===== src/usf_pkg.sv =====
// Shared constants and types of the serial frame transceiver.
// Assumes one 20 MHz clock; all configuration arrives as plain ports.
//
// What this block does
// One low start bit opens each frame
// Five to nine data bits per frame
// Parity sits after data, before stop
// Parity none, even or odd; generated, checked
// One or two high stop bits
// Next frame follows at once or line idles high
// Bit clock from baud generator or transfer clock
// Divisor: six fraction bits, upper bits integer
// Fraction stretches periods; average follows divisor
// Software keeps divisor within 64 to 65535
// Sync master uses integer field only
// Single transmit holding buffer feeds shifter
// Receive shifter feeds two-entry status buffer
// Timely refill gives back-to-back frames
// Transfer clock pin and RS-485 drive enable
// Loopback makes transmit pin the receive line
// Open drain makes transmit pin output automatically
// Software sets divisor, format, pin, then enables
// Software avoids reconfiguring during transmission
// Separate transmit-complete, buffer-empty, receive-complete flags
// False start rejection and low-pass filter
// Overflow and framing errors flagged per character
// Samples per bit: sixteen, eight or two
// Transmit complete when shifter and buffer empty
// Software writes data only when buffer empty
// LSB first; parity counts ones even or odd
// Fraction accumulates; overflow adds one clock

package usf_pkg;

  localparam int DATA_W = 9;
  localparam int BAUD_W = 16;
  localparam int FRAC_W = 6;
  localparam int INT_W = 10;

  // Samples per bit for each operating mode
  localparam logic [4:0] SAMP_NORMAL = 5'h10;
  localparam logic [4:0] SAMP_DOUBLE = 5'h08;
  localparam logic [4:0] SAMP_SYNC = 5'h02;

  // Character size code 0..4 means 5..9 bits
  localparam logic [3:0] CHSZ_BASE = 4'h5;
  localparam logic [3:0] DATA_MAX = 4'h9;

  // Line levels
  localparam logic LVL_IDLE = 1'b1;
  localparam logic LVL_START = 1'b0;
  localparam logic LVL_STOP = 1'b1;

  // Reset values
  localparam logic [INT_W-1:0] RST_DIV = 10'h000;
  localparam logic [FRAC_W-1:0] RST_FRAC = 6'h00;
  localparam logic [2:0] RST_HIST = 3'h7;

  typedef enum logic [1:0] {USF_PAR_NONE, USF_PAR_EVEN, USF_PAR_ODD} usf_parity_t;

  typedef struct packed {
    logic ovf;
    logic perr;
    logic ferr;
    logic [DATA_W-1:0] data;
  } usf_rx_word_t;

endpackage : usf_pkg


===== src/usf_rx_if.sv =====
// Valid/ready carrier for received characters with their status.
// Assumes both ends run on the same clock.
`timescale 1ns/10ps

interface usf_rx_if;
  logic valid;
  logic ready;
  usf_pkg::usf_rx_word_t word;

  modport src (output valid, output word, input ready);
  modport snk (input valid, input word, output ready);
endinterface : usf_rx_if


===== src/usf_rx_buf.sv =====
// Two-entry receive buffer, head entry presented from flip-flops.
// Assumes a single clock and synchronous active-high reset.
`timescale 1ns/10ps

module usf_rx_buf (
  // Clock and reset
  input wire logic clk,
  input wire logic srst,
  input wire logic flush,
  // Filling side
  usf_rx_if.snk in_p,
  // Draining side
  usf_rx_if.src out_p
);
  import usf_pkg::*;

  usf_rx_word_t ent0_r;
  usf_rx_word_t ent1_r;
  logic vld0_r;
  logic vld1_r;
  logic pop;
  logic push;

  assign pop = vld0_r & out_p.ready;
  assign push = in_p.valid & ~vld1_r;
  assign in_p.ready = ~vld1_r;
  assign out_p.valid = vld0_r;
  assign out_p.word = ent0_r;

  // two-entry shift buffer
  always_ff @(posedge clk)
  begin
    if (srst || flush)
    begin
      vld0_r <= 1'b0;
      vld1_r <= 1'b0;
    end
    else
    begin
      if (pop)
      begin
        ent0_r <= ent1_r;
        vld0_r <= vld1_r;
        vld1_r <= 1'b0;
      end
      if (push)
      begin
        if (pop ? ~vld1_r : ~vld0_r)
        begin
          ent0_r <= in_p.word;
          vld0_r <= 1'b1;
        end
        else
        begin
          ent1_r <= in_p.word;
          vld1_r <= 1'b1;
        end
      end
    end
  end

endmodule : usf_rx_buf


===== src/usf_top.sv =====
// Serial transceiver: frame format, fractional baud generator, buffers.
// Assumes pins and configuration are synchronous to clk.
`timescale 1ns/10ps

module usf_top (
  // Clock and reset
  input wire logic clk,
  input wire logic srst,
  // Configuration
  input wire logic [usf_pkg::BAUD_W-1:0] baud_div,
  input wire logic [2:0] char_size,
  input wire usf_pkg::usf_parity_t parity_mode,
  input wire logic two_stop,
  input wire logic sync_mode,
  input wire logic sync_master,
  input wire logic double_speed,
  input wire logic rs485_mode,
  input wire logic loopback_enable,
  input wire logic open_drain_enable,
  input wire logic tx_enable,
  input wire logic rx_enable,
  // Transmit data port
  input wire logic [usf_pkg::DATA_W-1:0] tx_data_register,
  input wire logic tx_write,
  input wire logic tx_complete_clear,
  output logic tx_buffer_empty_flag,
  output logic tx_complete_flag,
  // Receive data port
  input wire logic rx_read,
  output logic rx_complete_flag,
  output logic [usf_pkg::DATA_W-1:0] rx_data,
  output logic rx_frame_error,
  output logic rx_parity_error,
  output logic rx_overflow,
  // Transmit pin, two-way
  input wire logic txd_i,
  output logic txd_o,
  output logic txd_oe,
  // Receive pin
  input wire logic rxd_i,
  // Transfer clock pin, two-way
  input wire logic sync_transfer_clock_i,
  output logic sync_transfer_clock_o,
  output logic sync_transfer_clock_oe,
  // RS-485 driver control
  output logic rs485_drive_enable
);
  import usf_pkg::*;

  typedef enum logic [2:0] {
    USF_TX_IDLE, USF_TX_START, USF_TX_DATA, USF_TX_PAR, USF_TX_STOP1, USF_TX_STOP2
  } usf_tx_state_t;

  typedef enum logic [2:0] {
    USF_RX_IDLE, USF_RX_START, USF_RX_DATA, USF_RX_PAR, USF_RX_STOP
  } usf_rx_state_t;

  function automatic logic [DATA_W-1:0] usf_mask(input logic [DATA_W-1:0] d,
                                                 input logic [3:0] n);
    logic [DATA_W-1:0] m;
    m = '0;
    for (int i = 0; i < DATA_W; i++)
      m[i] = d[i] & (4'(i) < n);
    return m;
  endfunction : usf_mask

  // Baud generator
  logic [INT_W-1:0] div_cnt_r;
  logic [FRAC_W-1:0] frac_acc_r;
  logic [INT_W-1:0] baud_int;
  logic [FRAC_W-1:0] baud_frac;
  logic [FRAC_W:0] acc_sum;
  logic samp_tick;
  logic [4:0] samp_per_bit;
  logic [3:0] last_samp;
  logic [3:0] half_samp;

  // Transfer clock
  logic xck_o_r;
  logic xck_oe_r;
  logic xck_in_r;
  logic xck_prev_r;
  logic is_master;
  logic xck_rise;
  logic xck_fall;

  // Transmitter
  usf_tx_state_t tx_state_r;
  logic [DATA_W-1:0] tx_hold_r;
  logic tx_empty_r;
  logic [DATA_W-1:0] tx_shift_r;
  logic [3:0] tx_idx_r;
  logic tx_par_r;
  logic [3:0] tx_os_r;
  logic tx_bit_tick;
  logic tx_last_stop;
  logic tx_load;
  logic tx_line;
  logic [DATA_W-1:0] tx_masked;
  logic txc_r;
  logic txd_o_r;
  logic txd_oe_r;
  logic de_r;
  logic [3:0] nbits;

  // Receiver
  usf_rx_state_t rx_state_r;
  logic [2:0] rx_hist_r;
  logic [3:0] rx_os_r;
  logic [3:0] rx_idx_r;
  logic [DATA_W-1:0] rx_shift_r;
  logic rx_par_r;
  logic rx_perr_r;
  logic rx_push_r;
  usf_rx_word_t rx_word_r;
  logic ovf_pend_r;
  logic rx_pin;
  logic rx_filt;
  logic rx_bit;
  logic rx_take;

  usf_rx_if wr_if ();
  usf_rx_if rd_if ();
  // five to nine data bits
  assign nbits = {1'b0, char_size} + CHSZ_BASE;

  // integer and fraction fields
  assign baud_int = baud_div[BAUD_W-1:FRAC_W];
  // sync uses integer field only
  assign baud_frac = sync_mode ? RST_FRAC : baud_div[FRAC_W-1:0];
  assign acc_sum = {1'b0, frac_acc_r} + {1'b0, baud_frac};
  assign samp_tick = (div_cnt_r == RST_DIV);

  // samples per bit by mode
  assign samp_per_bit = sync_mode ? SAMP_SYNC : (double_speed ? SAMP_DOUBLE : SAMP_NORMAL);
  assign last_samp = 4'(samp_per_bit - 5'h01);
  assign half_samp = 4'({1'b0, samp_per_bit[4:1]} - 5'h01);

  // fraction carry adds one clock
  always_ff @(posedge clk)
  begin
    if (srst)
    begin
      div_cnt_r <= RST_DIV;
      frac_acc_r <= RST_FRAC;
    end
    else if (samp_tick)
    begin
      // period stretched by carry
      div_cnt_r <= baud_int - 10'h001 + {9'h000, acc_sum[FRAC_W]};
      frac_acc_r <= acc_sum[FRAC_W-1:0];
    end
    else
    begin
      div_cnt_r <= div_cnt_r - 10'h001;
    end
  end

  // transfer clock pin handling
  assign is_master = sync_mode & sync_master;

  always_ff @(posedge clk)
  begin
    if (srst)
    begin
      xck_o_r <= 1'b0;
      xck_oe_r <= 1'b0;
      xck_in_r <= 1'b0;
      xck_prev_r <= 1'b0;
    end
    else
    begin
      xck_in_r <= sync_transfer_clock_i;
      xck_prev_r <= xck_in_r;
      xck_oe_r <= is_master;
      if (!is_master)
        xck_o_r <= 1'b0;
      else if (samp_tick)
        xck_o_r <= ~xck_o_r;
    end
  end

  // bit timing from generator or pin
  assign xck_rise = is_master ? (samp_tick & ~xck_o_r) : (xck_in_r & ~xck_prev_r);
  assign xck_fall = is_master ? (samp_tick & xck_o_r) : (~xck_in_r & xck_prev_r);
  assign tx_bit_tick = sync_mode ? xck_rise : (samp_tick && tx_os_r == last_samp);

  always_ff @(posedge clk)
  begin
    if (srst || sync_mode)
      tx_os_r <= 4'h0;
    else if (samp_tick)
      tx_os_r <= (tx_os_r == last_samp) ? 4'h0 : tx_os_r + 4'h1;
  end

  // single holding buffer
  assign tx_masked = usf_mask(tx_hold_r, nbits);
  assign tx_last_stop = (tx_state_r == USF_TX_STOP1 && !two_stop) || tx_state_r == USF_TX_STOP2;
  // reload straight after last stop
  assign tx_load = tx_bit_tick && !tx_empty_r && tx_enable
                   && (tx_state_r == USF_TX_IDLE || tx_last_stop);

  always_ff @(posedge clk)
  begin
    if (srst)
    begin
      tx_empty_r <= 1'b1;
    end
    // writes only land when empty
    else if (tx_write && tx_empty_r)
    begin
      tx_hold_r <= tx_data_register;
      tx_empty_r <= 1'b0;
    end
    else if (tx_load)
    begin
      tx_empty_r <= 1'b1;
    end
  end

  always_ff @(posedge clk)
  begin
    if (srst)
    begin
      tx_state_r <= USF_TX_IDLE;
      tx_idx_r <= 4'h0;
    end
    else if (tx_load)
    begin
      // parity over masked data
      tx_shift_r <= tx_masked;
      tx_par_r <= (^tx_masked) ^ (parity_mode == USF_PAR_ODD);
      tx_state_r <= USF_TX_START;
    end
    else if (tx_bit_tick)
    begin
      case (tx_state_r)
        USF_TX_START:
        begin
          tx_state_r <= USF_TX_DATA;
          tx_idx_r <= 4'h0;
        end
        USF_TX_DATA:
        begin
          // shift out LSB first
          tx_shift_r <= tx_shift_r >> 1;
          tx_idx_r <= tx_idx_r + 4'h1;
          // parity after last data bit
          if (tx_idx_r == nbits - 4'h1)
            tx_state_r <= (parity_mode != USF_PAR_NONE) ? USF_TX_PAR : USF_TX_STOP1;
        end
        USF_TX_PAR: tx_state_r <= USF_TX_STOP1;
        // one or two stop bits
        USF_TX_STOP1: tx_state_r <= two_stop ? USF_TX_STOP2 : USF_TX_IDLE;
        USF_TX_STOP2: tx_state_r <= USF_TX_IDLE;
        default: tx_state_r <= USF_TX_IDLE;
      endcase
    end
  end

  // start low, then data
  always_comb
  begin
    case (tx_state_r)
      USF_TX_START: tx_line = LVL_START;
      USF_TX_DATA: tx_line = tx_shift_r[0];
      USF_TX_PAR: tx_line = tx_par_r;
      USF_TX_STOP1: tx_line = LVL_STOP;
      USF_TX_STOP2: tx_line = LVL_STOP;
      // idle level high
      default: tx_line = LVL_IDLE;
    endcase
  end

  // complete once shifter and buffer drained
  always_ff @(posedge clk)
  begin
    if (srst)
      txc_r <= 1'b0;
    else if (tx_bit_tick && tx_last_stop && !tx_load)
      txc_r <= 1'b1;
    else if (tx_complete_clear)
      txc_r <= 1'b0;
  end

  always_ff @(posedge clk)
  begin
    if (srst)
    begin
      txd_o_r <= LVL_IDLE;
      txd_oe_r <= 1'b0;
      de_r <= 1'b0;
    end
    else
    begin
      // open drain drives low only
      txd_o_r <= open_drain_enable ? 1'b0 : tx_line;
      txd_oe_r <= (tx_enable || tx_state_r != USF_TX_IDLE)
                  && (!open_drain_enable || !tx_line);
      // drive enable while sending
      de_r <= rs485_mode && tx_state_r != USF_TX_IDLE;
    end
  end

  // loopback reads the transmit pin
  assign rx_pin = loopback_enable ? txd_i : rxd_i;
  // three-sample majority filter
  assign rx_filt = (rx_hist_r[0] & rx_hist_r[1]) | (rx_hist_r[1] & rx_hist_r[2])
                   | (rx_hist_r[0] & rx_hist_r[2]);
  assign rx_bit = sync_mode ? rx_pin : rx_filt;
  assign rx_take = sync_mode ? xck_fall : (samp_tick && rx_os_r == last_samp);

  always_ff @(posedge clk)
  begin
    if (srst)
      rx_hist_r <= RST_HIST;
    else if (samp_tick)
      rx_hist_r <= {rx_hist_r[1:0], rx_pin};
  end

  always_ff @(posedge clk)
  begin
    if (srst || !rx_enable)
    begin
      rx_state_r <= USF_RX_IDLE;
      rx_os_r <= 4'h0;
      rx_push_r <= 1'b0;
    end
    else
    begin
      rx_push_r <= 1'b0;
      if (samp_tick && !sync_mode)
        rx_os_r <= (rx_os_r == last_samp) ? 4'h0 : rx_os_r + 4'h1;
      case (rx_state_r)
        USF_RX_IDLE:
        begin
          rx_idx_r <= 4'h0;
          rx_par_r <= 1'b0;
          rx_perr_r <= 1'b0;
          if (sync_mode ? (xck_fall && !rx_pin) : (samp_tick && !rx_filt))
          begin
            rx_state_r <= sync_mode ? USF_RX_DATA : USF_RX_START;
            rx_os_r <= 4'h0;
          end
        end
        USF_RX_START:
        begin
          // reject false start bits
          if (samp_tick && rx_os_r == half_samp)
          begin
            rx_state_r <= rx_filt ? USF_RX_IDLE : USF_RX_DATA;
            rx_os_r <= 4'h0;
          end
        end
        USF_RX_DATA:
        begin
          if (rx_take)
          begin
            rx_shift_r <= {rx_bit, rx_shift_r[DATA_W-1:1]};
            rx_par_r <= rx_par_r ^ rx_bit;
            rx_idx_r <= rx_idx_r + 4'h1;
            if (rx_idx_r == nbits - 4'h1)
              rx_state_r <= (parity_mode != USF_PAR_NONE) ? USF_RX_PAR : USF_RX_STOP;
          end
        end
        USF_RX_PAR:
        begin
          // check received parity
          if (rx_take)
          begin
            rx_perr_r <= rx_par_r ^ rx_bit ^ (parity_mode == USF_PAR_ODD);
            rx_state_r <= USF_RX_STOP;
          end
        end
        USF_RX_STOP:
        begin
          if (rx_take)
          begin
            rx_word_r.data <= rx_shift_r >> (DATA_MAX - nbits);
            // framing error on low stop
            rx_word_r.ferr <= ~rx_bit;
            rx_word_r.perr <= rx_perr_r;
            rx_word_r.ovf <= ovf_pend_r;
            rx_push_r <= 1'b1;
            rx_state_r <= USF_RX_IDLE;
          end
        end
        default: rx_state_r <= USF_RX_IDLE;
      endcase
    end
  end

  // lost character marks the next one
  always_ff @(posedge clk)
  begin
    if (srst || !rx_enable)
      ovf_pend_r <= 1'b0;
    else if (rx_push_r && !wr_if.ready)
      ovf_pend_r <= 1'b1;
    else if (rx_push_r)
      ovf_pend_r <= 1'b0;
  end

  assign wr_if.valid = rx_push_r;
  assign wr_if.word = rx_word_r;
  assign rd_if.ready = rx_read;

  // receive buffer with per-character status
  usf_rx_buf u_rx_buf (
    .clk (clk),
    .srst (srst),
    .flush (!rx_enable),
    .in_p (wr_if.snk),
    .out_p (rd_if.src)
  );

  // separate event flags
  assign tx_buffer_empty_flag = tx_empty_r;
  assign tx_complete_flag = txc_r;
  assign rx_complete_flag = rd_if.valid;
  assign rx_data = rd_if.word.data;
  assign rx_frame_error = rd_if.word.ferr;
  assign rx_parity_error = rd_if.word.perr;
  assign rx_overflow = rd_if.word.ovf;
  assign txd_o = txd_o_r;
  assign txd_oe = txd_oe_r;
  assign sync_transfer_clock_o = xck_o_r;
  assign sync_transfer_clock_oe = xck_oe_r;
  assign rs485_drive_enable = de_r;

endmodule : usf_top


===== config.mk =====
export PLATFORM = sky130hd
export DESIGN_NAME = usf_top
export DESIGN_NICKNAME = d
export VERILOG_FILES = /design/src/usf_pkg.sv /design/src/usf_rx_if.sv /design/src/usf_rx_buf.sv /design/src/usf_top.sv
export SDC_FILE = /design/constraint.sdc
export NUM_CORES = 1
export LEC_CHECK = 0
export BUFFER_PORTS_ARGS = -buffer_cell sky130_fd_sc_hd__buf_2
export CAP_MARGIN = 20
export CORE_MARGIN = 2
export CORE_UTILIZATION = 42
export DETAILED_ROUTE_END_ITERATION = 10
export SYNTH_ARGS = -nofsm -noshare
export SYNTH_HDL_FRONTEND = slang
export SYNTH_SLANG_ARGS = --single-unit

===== constraint.sdc =====
create_clock -name clk -period 4.6 [get_ports clk]
set_input_delay 0.23 -clock clk [delete_from_list [all_inputs] [get_ports clk]]
set_output_delay 0.23 -clock clk [all_outputs]
set_load 0.01 [all_outputs]

# Word level (Yosys, flattened, before mapping)
# Cells that the tools add are included.
# totals
reg_bits,120
inputBits,47
out_inout_bits,20
elab_cells,244
# classes
add_sub_neg,13
magnitude_cmp,9
eq_ne,23
n_shift,1
muxes,61
bitwise_logic,36
n_reduce_logical,60
# op_table
operator,n
12-bit two-way mux,3
3-bit two-way mux,9
9-bit two-way mux,3
1-bit two-way mux,26
4-bit two-way mux,6
4-bit one-hot mux with 2 select lines,3
3-bit AND reduction,7
4-bit equality test,5
10-bit by 1-bit subtractor with 10-bit output (second input constant),2
1-bit AND,19
2-bit nonzero test,9
4-bit by 1-bit adder with 4-bit output (second input constant),4
1-bit logical AND,16
3-bit by 4-bit less-than comparator with 1-bit output (first input constant),4
3-bit one-hot mux with 5 select lines,1
2-bit != test (second input constant),7
3-bit by 2-bit equality test with 1-bit output (second input constant),4
1-bit inverter,12
3-bit one-hot mux with 4 select lines,1
4-bit by 1-bit subtractor with 4-bit output (second input constant),3
10-bit by 1-bit adder with 10-bit output,1
10-bit zero test,1
10-bit two-way mux,1
5-bit two-way mux,2
other kinds (25),54

# Logic depth before layout (Yosys ltp)
# depth
ltp_word,12
depth_mapped,16

# Modules after synthesis
# Synthesis repeated with hierarchy kept, for this count alone.
# hier_totals
cells_unflattened,612
area_unflattened_um2,6281.0
# modules_own_cells
mod,n_inst,cells_each,area_each_um2,seq_area_each_um2
usf_top,1,533,5170.0,2342.2
usf_rx_buf,1,79,1111.1,760.7

# Worst setup path after synthesis
# No wires, ideal clock.
# synth_timing
kind,input-to-reg
from,input char_size[0]
to,"register rx_word_r[3] in the netlist's numbering, data pin"
t_arrival_ps,3015
t_required_ps,4327
path_slack_ps,1312
path_stages,11
path_cell_list,clkbuf_1 buf_1 inv_1 ha_1 buf_1 inv_1 ha_1 mux4_2 and2_1 a31oi_1 nor2_1
# synth_between
elab_chain_cells,3
# synth_rtl
item,line_no,rtl
from (decl),usf_top.sv:11,"input wire logic [2:0] char_size,"
3-bit by 3-bit adder with 4-bit output,usf_top.sv:125,"assign nbits = {1'b0, char_size} + CHSZ_BASE;"
4-bit subtractor,usf_top.sv:379,rx_word_r.data <= rx_shift_r >> (DATA_MAX - nbits);
9-bit by 4-bit >> shifter with 9-bit output,usf_top.sv:379,
to (decl),usf_top.sv:115,usf_rx_word_t rx_word_r;
# Every way passes these cells.
# A chain may end at the register's enable or synchronous reset.

# Final worst setup path
# layout_timing
from,register div_cnt_r[0]
to,"register tx_shift_r[5], data pin"
# layout_between
elab_chain_cells,8
# layout_rtl
item,line_no,rtl
from (decl),usf_top.sv:68,logic [INT_W-1:0] div_cnt_r;
from (signal assigned),usf_top.sv:150,"div_cnt_r <= baud_int - 10'h001 + {9'h000, acc_sum[FRAC_W]};"
from (signal assigned),usf_top.sv:155,div_cnt_r <= div_cnt_r - 10'h001;
10-bit zero test *,usf_top.sv:132,assign samp_tick = (div_cnt_r == RST_DIV);
1-bit AND,usf_top.sv:184,assign xck_rise = is_master ? (samp_tick & ~xck_o_r) : (xck_in_r & ~xck_prev_r);
1-bit two-way mux,usf_top.sv:184,
1-bit two-way mux *,usf_top.sv:186,assign tx_bit_tick = sync_mode ? xck_rise : (samp_tick && tx_os_r == last_samp);
1-bit logical AND * (2 in series),usf_top.sv:200,assign tx_load = tx_bit_tick && !tx_empty_r && tx_enable
1-bit logical AND *,usf_top.sv:201,&& (tx_state_r == USF_TX_IDLE || tx_last_stop);
9-bit two-way mux *,usf_top.sv:228,else if (tx_load)
to (signal assigned),usf_top.sv:231,tx_shift_r <= tx_masked;
to (signal assigned),usf_top.sv:246,tx_shift_r <= tx_shift_r >> 1;
to (decl),usf_top.sv:91,logic [DATA_W-1:0] tx_shift_r;
# Every way passes the cells marked *; elsewhere a longest branch is shown, timed or not.

==> results.md <==
- DRC viols: 0
- Hold Crit Start: open_drain_enable
- Initial antenna violation count: 1
- Final nets: 742
- Post-Synth Adder-Cell Area: 0.0412
- DRT iter0 DRCs: 297
- Primary FF master, synth: edfxtp_1
- Worst-path clk slew: around 0.060 ns
- # placed instances: around 830
- Syn Std Cell Area: around 6200 sq um
- Max FO, Critical Path: 28
- Setup TNS: 0 ns
- Crit. End Element: flip-flop
- Hold Crit Class: in2reg
- RSZ-0062 raised after global routing: no
- Slew @ Worst Pin: 0.709 ns
- Num rows: 44
- Post-synthesis simple-gate area fraction: 0.187
- CTS resizes: 0
- Port Buffers: between 60 and 70
- Distinct cell type count after synthesis: between 60 and 70
- CP required: approximately 4.8 ns
- Syn Area/Cell: approximately 10 sq um
- Post-synthesis sequential area ratio: 0.501
- Synth Area in Compound Gates: 0.118
- Pint: roughly 2300 uW
- Top-level port count: 67
- Layout area overhead: 19.3%
- Slew Limit Fails: 0
- Max Freq: 357 MHz
- Die area: 15,700 sq um
- Register bit total from synthesis: 120
- Crit Reg-Reg Startpoint: div_cnt_r[0]$_SDFF_PP0_
- Combinational power share: 0.189
- Total gr overflow: 0
- CP Class: reg2reg
- Hold Path Depth: 2
- Final core occ: 0.511
- Worst R2R Path Depth: 8
- Ratio of cells with drive above 1 in the final layout: 0.189
- Placer Congestion: roughly 0.81
- Post-Syn Instances: ~600
- Setup-failing EPs final: 0
- Vias in the first global route: 4,467
- First-pass GRT wire length: between 20 and 25 mm
- EDFF count, synth: 70
- Final worst path period share: 0.609
- Worst Setup Start Kind: flip-flop
- Largest net degree at the start of global routing: 36
- Fill cells: ~1,300
- Leakage: about 0.0029 uW
- Die W: approximately 130 um
- Final hold vios: 0
- Slew headroom: 0.527
- Largest family of logic cells by synthesized area: simple AND/OR/NAND/NOR gates
- Syn Nets: about 670
- Max Clock Skew: slightly above 0.009 ns
- Hold EP: txd_o$_SDFF_PP1_
- CP arrival: just under 3 ns
- DRT Pass-1 Iters: 4
- Maximum VDD drop: ~0.25 mV
- Final cell count without fillers: 874
- # hold bufs at CTS: 9
- CTS tree: yes
- Sw frac: 0.275
- Setup bufs post-CTS: 0
- Total track usage: 0.169
- Cts bufs inserted: 17
- Switching power: a little under 900 uW
- Drt wl/cell: 14.7 um
- Synth async-reset ratio: 0
- Clock sink total: 120
- Worst hold slack: roughly 0.027 ns
- Status: finished clean
- Root Buffer: clkbuf_16
- Vias per cell: ~5.3
- H-tree lvl count: 4
- Seq pwr share: 0.403
- Xor and xnor area share after synthesis: 0.0579
- Initial Util: 0.428
- Mux contribution to synthesized area: 0.0624
- Worst skew pair latency: ~0.41 ns
- Final worst path period need: about 2.8 ns
- Post-DP HPWL: 8.99 mm
- Reg2reg setup slack: 1.80 ns
- Die Ht: 125 um
- Longest Clk Path Bufs: 2
- Antenna-violating nets left: 0
- Detailed-route wire length: between 10 and 15 mm
- Ys Warns: 0
- Vias: approximately 4,700
- Core box area: 14,500 sq um
- Clock Power Share: 0.408
- Max cap viols: 0
- Worst R2R End: tx_shift_r[5]$_DFFE_PP_
- Power density over cell area: ~430 nW/um^2
-- cells in the mapped netlist (2+ instances only) --
cell	number	area, sq um
edfxtp_1	70	2100
nand2_1	59	221
dfxtp_1	50	1000
nor2_1	50	188
o21ai_0	36	180
a21oi_1	27	135
xnor2_1	25	219
mux2i_1	24	240
inv_1	22	82.6
nor2b_1	22	138
nor3_1	21	105
clkbuf_1	20	75.1
ha_1	18	225
xor2_1	16	140
nand3_1	13	65.1
a211oi_1	10	75.1
and3_1	9	56.3
or3_1	6	37.5
a31o_2	5	43.8
mux4_2	5	113
nand2b_1	5	31.3
nor3b_1	5	37.5
a31oi_1	4	25.0
and2_1	4	25.0
nand3b_1	4	30.0
nand4_1	4	25.0
nor4_1	4	25.0
a2111oi_0	3	26.3
a21o_1	3	22.5
buf_1	3	11.3
nor4b_1	3	26.3
o21ai_1	3	15.0
or4_1	3	22.5
a221oi_1	2	17.5
and4b_1	2	20.0
buf_2	2	10.0
buf_6	2	22.5
mux2_2	2	22.5
o211ai_1	2	15.0
o21a_1	2	15.0
o21bai_1	2	15.0
o311a_1	2	20.0
o311ai_1	2	17.5
or2_2	2	12.5
-- placed cells by master, fill, tap and decap left out, types with 4 or more instances in the layout --
master,instances
edfxtp_1,70
buf_2,66
nand2_1,59
nor2_1,50
dfxtp_1,50
o21ai_0,36
a21oi_1,27
xnor2_1,25
mux2i_1,24
inv_1,22
nor2b_1,22
nor3_1,20
ha_1,18
clkbuf_16,17
xor2_1,16
nand3_1,13
a211oi_1,10
and3_1,9
dlygate4sd3_1,9
buf_4,8
or3_1,6
nand2b_1,5
nor3b_1,5
a31o_2,5
mux4_2,5
nand3b_1,4
and2_1,4
nand4_1,4
nor4_1,4
a31oi_1,4
clkbuf_8,4
-- sequential cells by signal (all words and copies together), names as in the netlist, 6 cells and up --
name                 cells
tx_hold_r                9
div_cnt_r               10
frac_acc_r               6
u_rx_buf.out_p.word     12
rx_word_r               12
tx_shift_r               9
u_rx_buf.ent1_r         12
rx_shift_r               9
-- worst max-delay path, stage by stage, from the launching register on --
cell and delay, ns:
dfxtp_1 0.32, inv_1 0.07, ha_1 0.22, nor4b_2 0.32, nand3_2 0.10, buf_4 0.25
o31ai_2 0.41, o21ba_2 0.48, mux2_1 0.36
-- area by class of cell --
cell class | instances | area, sq um | share of cell area
clock inverters | 8 | 96.3 | 0.0130
repair buffers | 83 | 480 | 0.0650
multi-input cells | 431 | 2900 | 0.393
well taps | 184 | 230 | 0.0311
diodes | 1 | 2.50 | 0.000338
flip-flops and latches | 120 | 3100 | 0.420
clock buffers | 24 | 492 | 0.0665
inverters | 23 | 86.3 | 0.0117
-- metrics by stage --
step	power [uW]	setup WS, ns	cell area [sq um]
2_1_floorplan	1760	1.31	6200
3_3_place_gp	1900	1.52	6710
3_5_place_dp	1910	1.38	6710
4_1_cts	3240	1.80	7390
5_1_grt	3380	1.56	7390
6_report	3210	1.80	7390
-- power groups by stage --
| stage | clock network (uW) | logic, uW | registers (uW) |
|---|---|---|---|
| after floorplan | 0 | 467 | 1300 |
| after global placement | 0 | 590 | 1310 |
| after detailed placement | 0 | 599 | 1310 |
| after CTS | 1340 | 611 | 1290 |
| after global routing | 1390 | 684 | 1300 |
| final | 1310 | 607 | 1290 |
-- logic make-up (layout without fill, tap and decap cells) --
logic type	after synthesis	count (layout)
simple gates	225	225
flops	120	120
compound gates	113	113
buf+inv	50	138
xor+xnor	41	41
mux	32	32
fa+ha+maj	20	20
other cells	0	1
-- per-layer routing --
metal / GRT usage / wire, um
met1: 0.228 / 6210
met2: 0.258 / 5830
met3: 0.0428 / 512
met4: 0.0745 / 280
met5: 0 / 0
-- how the worst max path moves through the flow --
stage,startpoint,to,slack [ns],cells after the start
finish,div_cnt_r[0]$_SDFF_PP0_,tx_shift_r[5]$_DFFE_PP_,1.80,8
global route,char_size[0],tx_state_r[2]$_SDFFE_PP0P_,1.56,11
CTS,div_cnt_r[0]$_SDFF_PP0_,tx_shift_r[5]$_DFFE_PP_,1.80,8
detailed placement,char_size[0],tx_state_r[2]$_SDFFE_PP0P_,1.38,11
global placement,char_size[0],tx_state_r[1]$_SDFFE_PP0P_,1.52,11
floorplan,char_size[0],rx_word_r[3]$_SDFFCE_PP0P_,1.31,11
(Power assumes the default switching activity.)
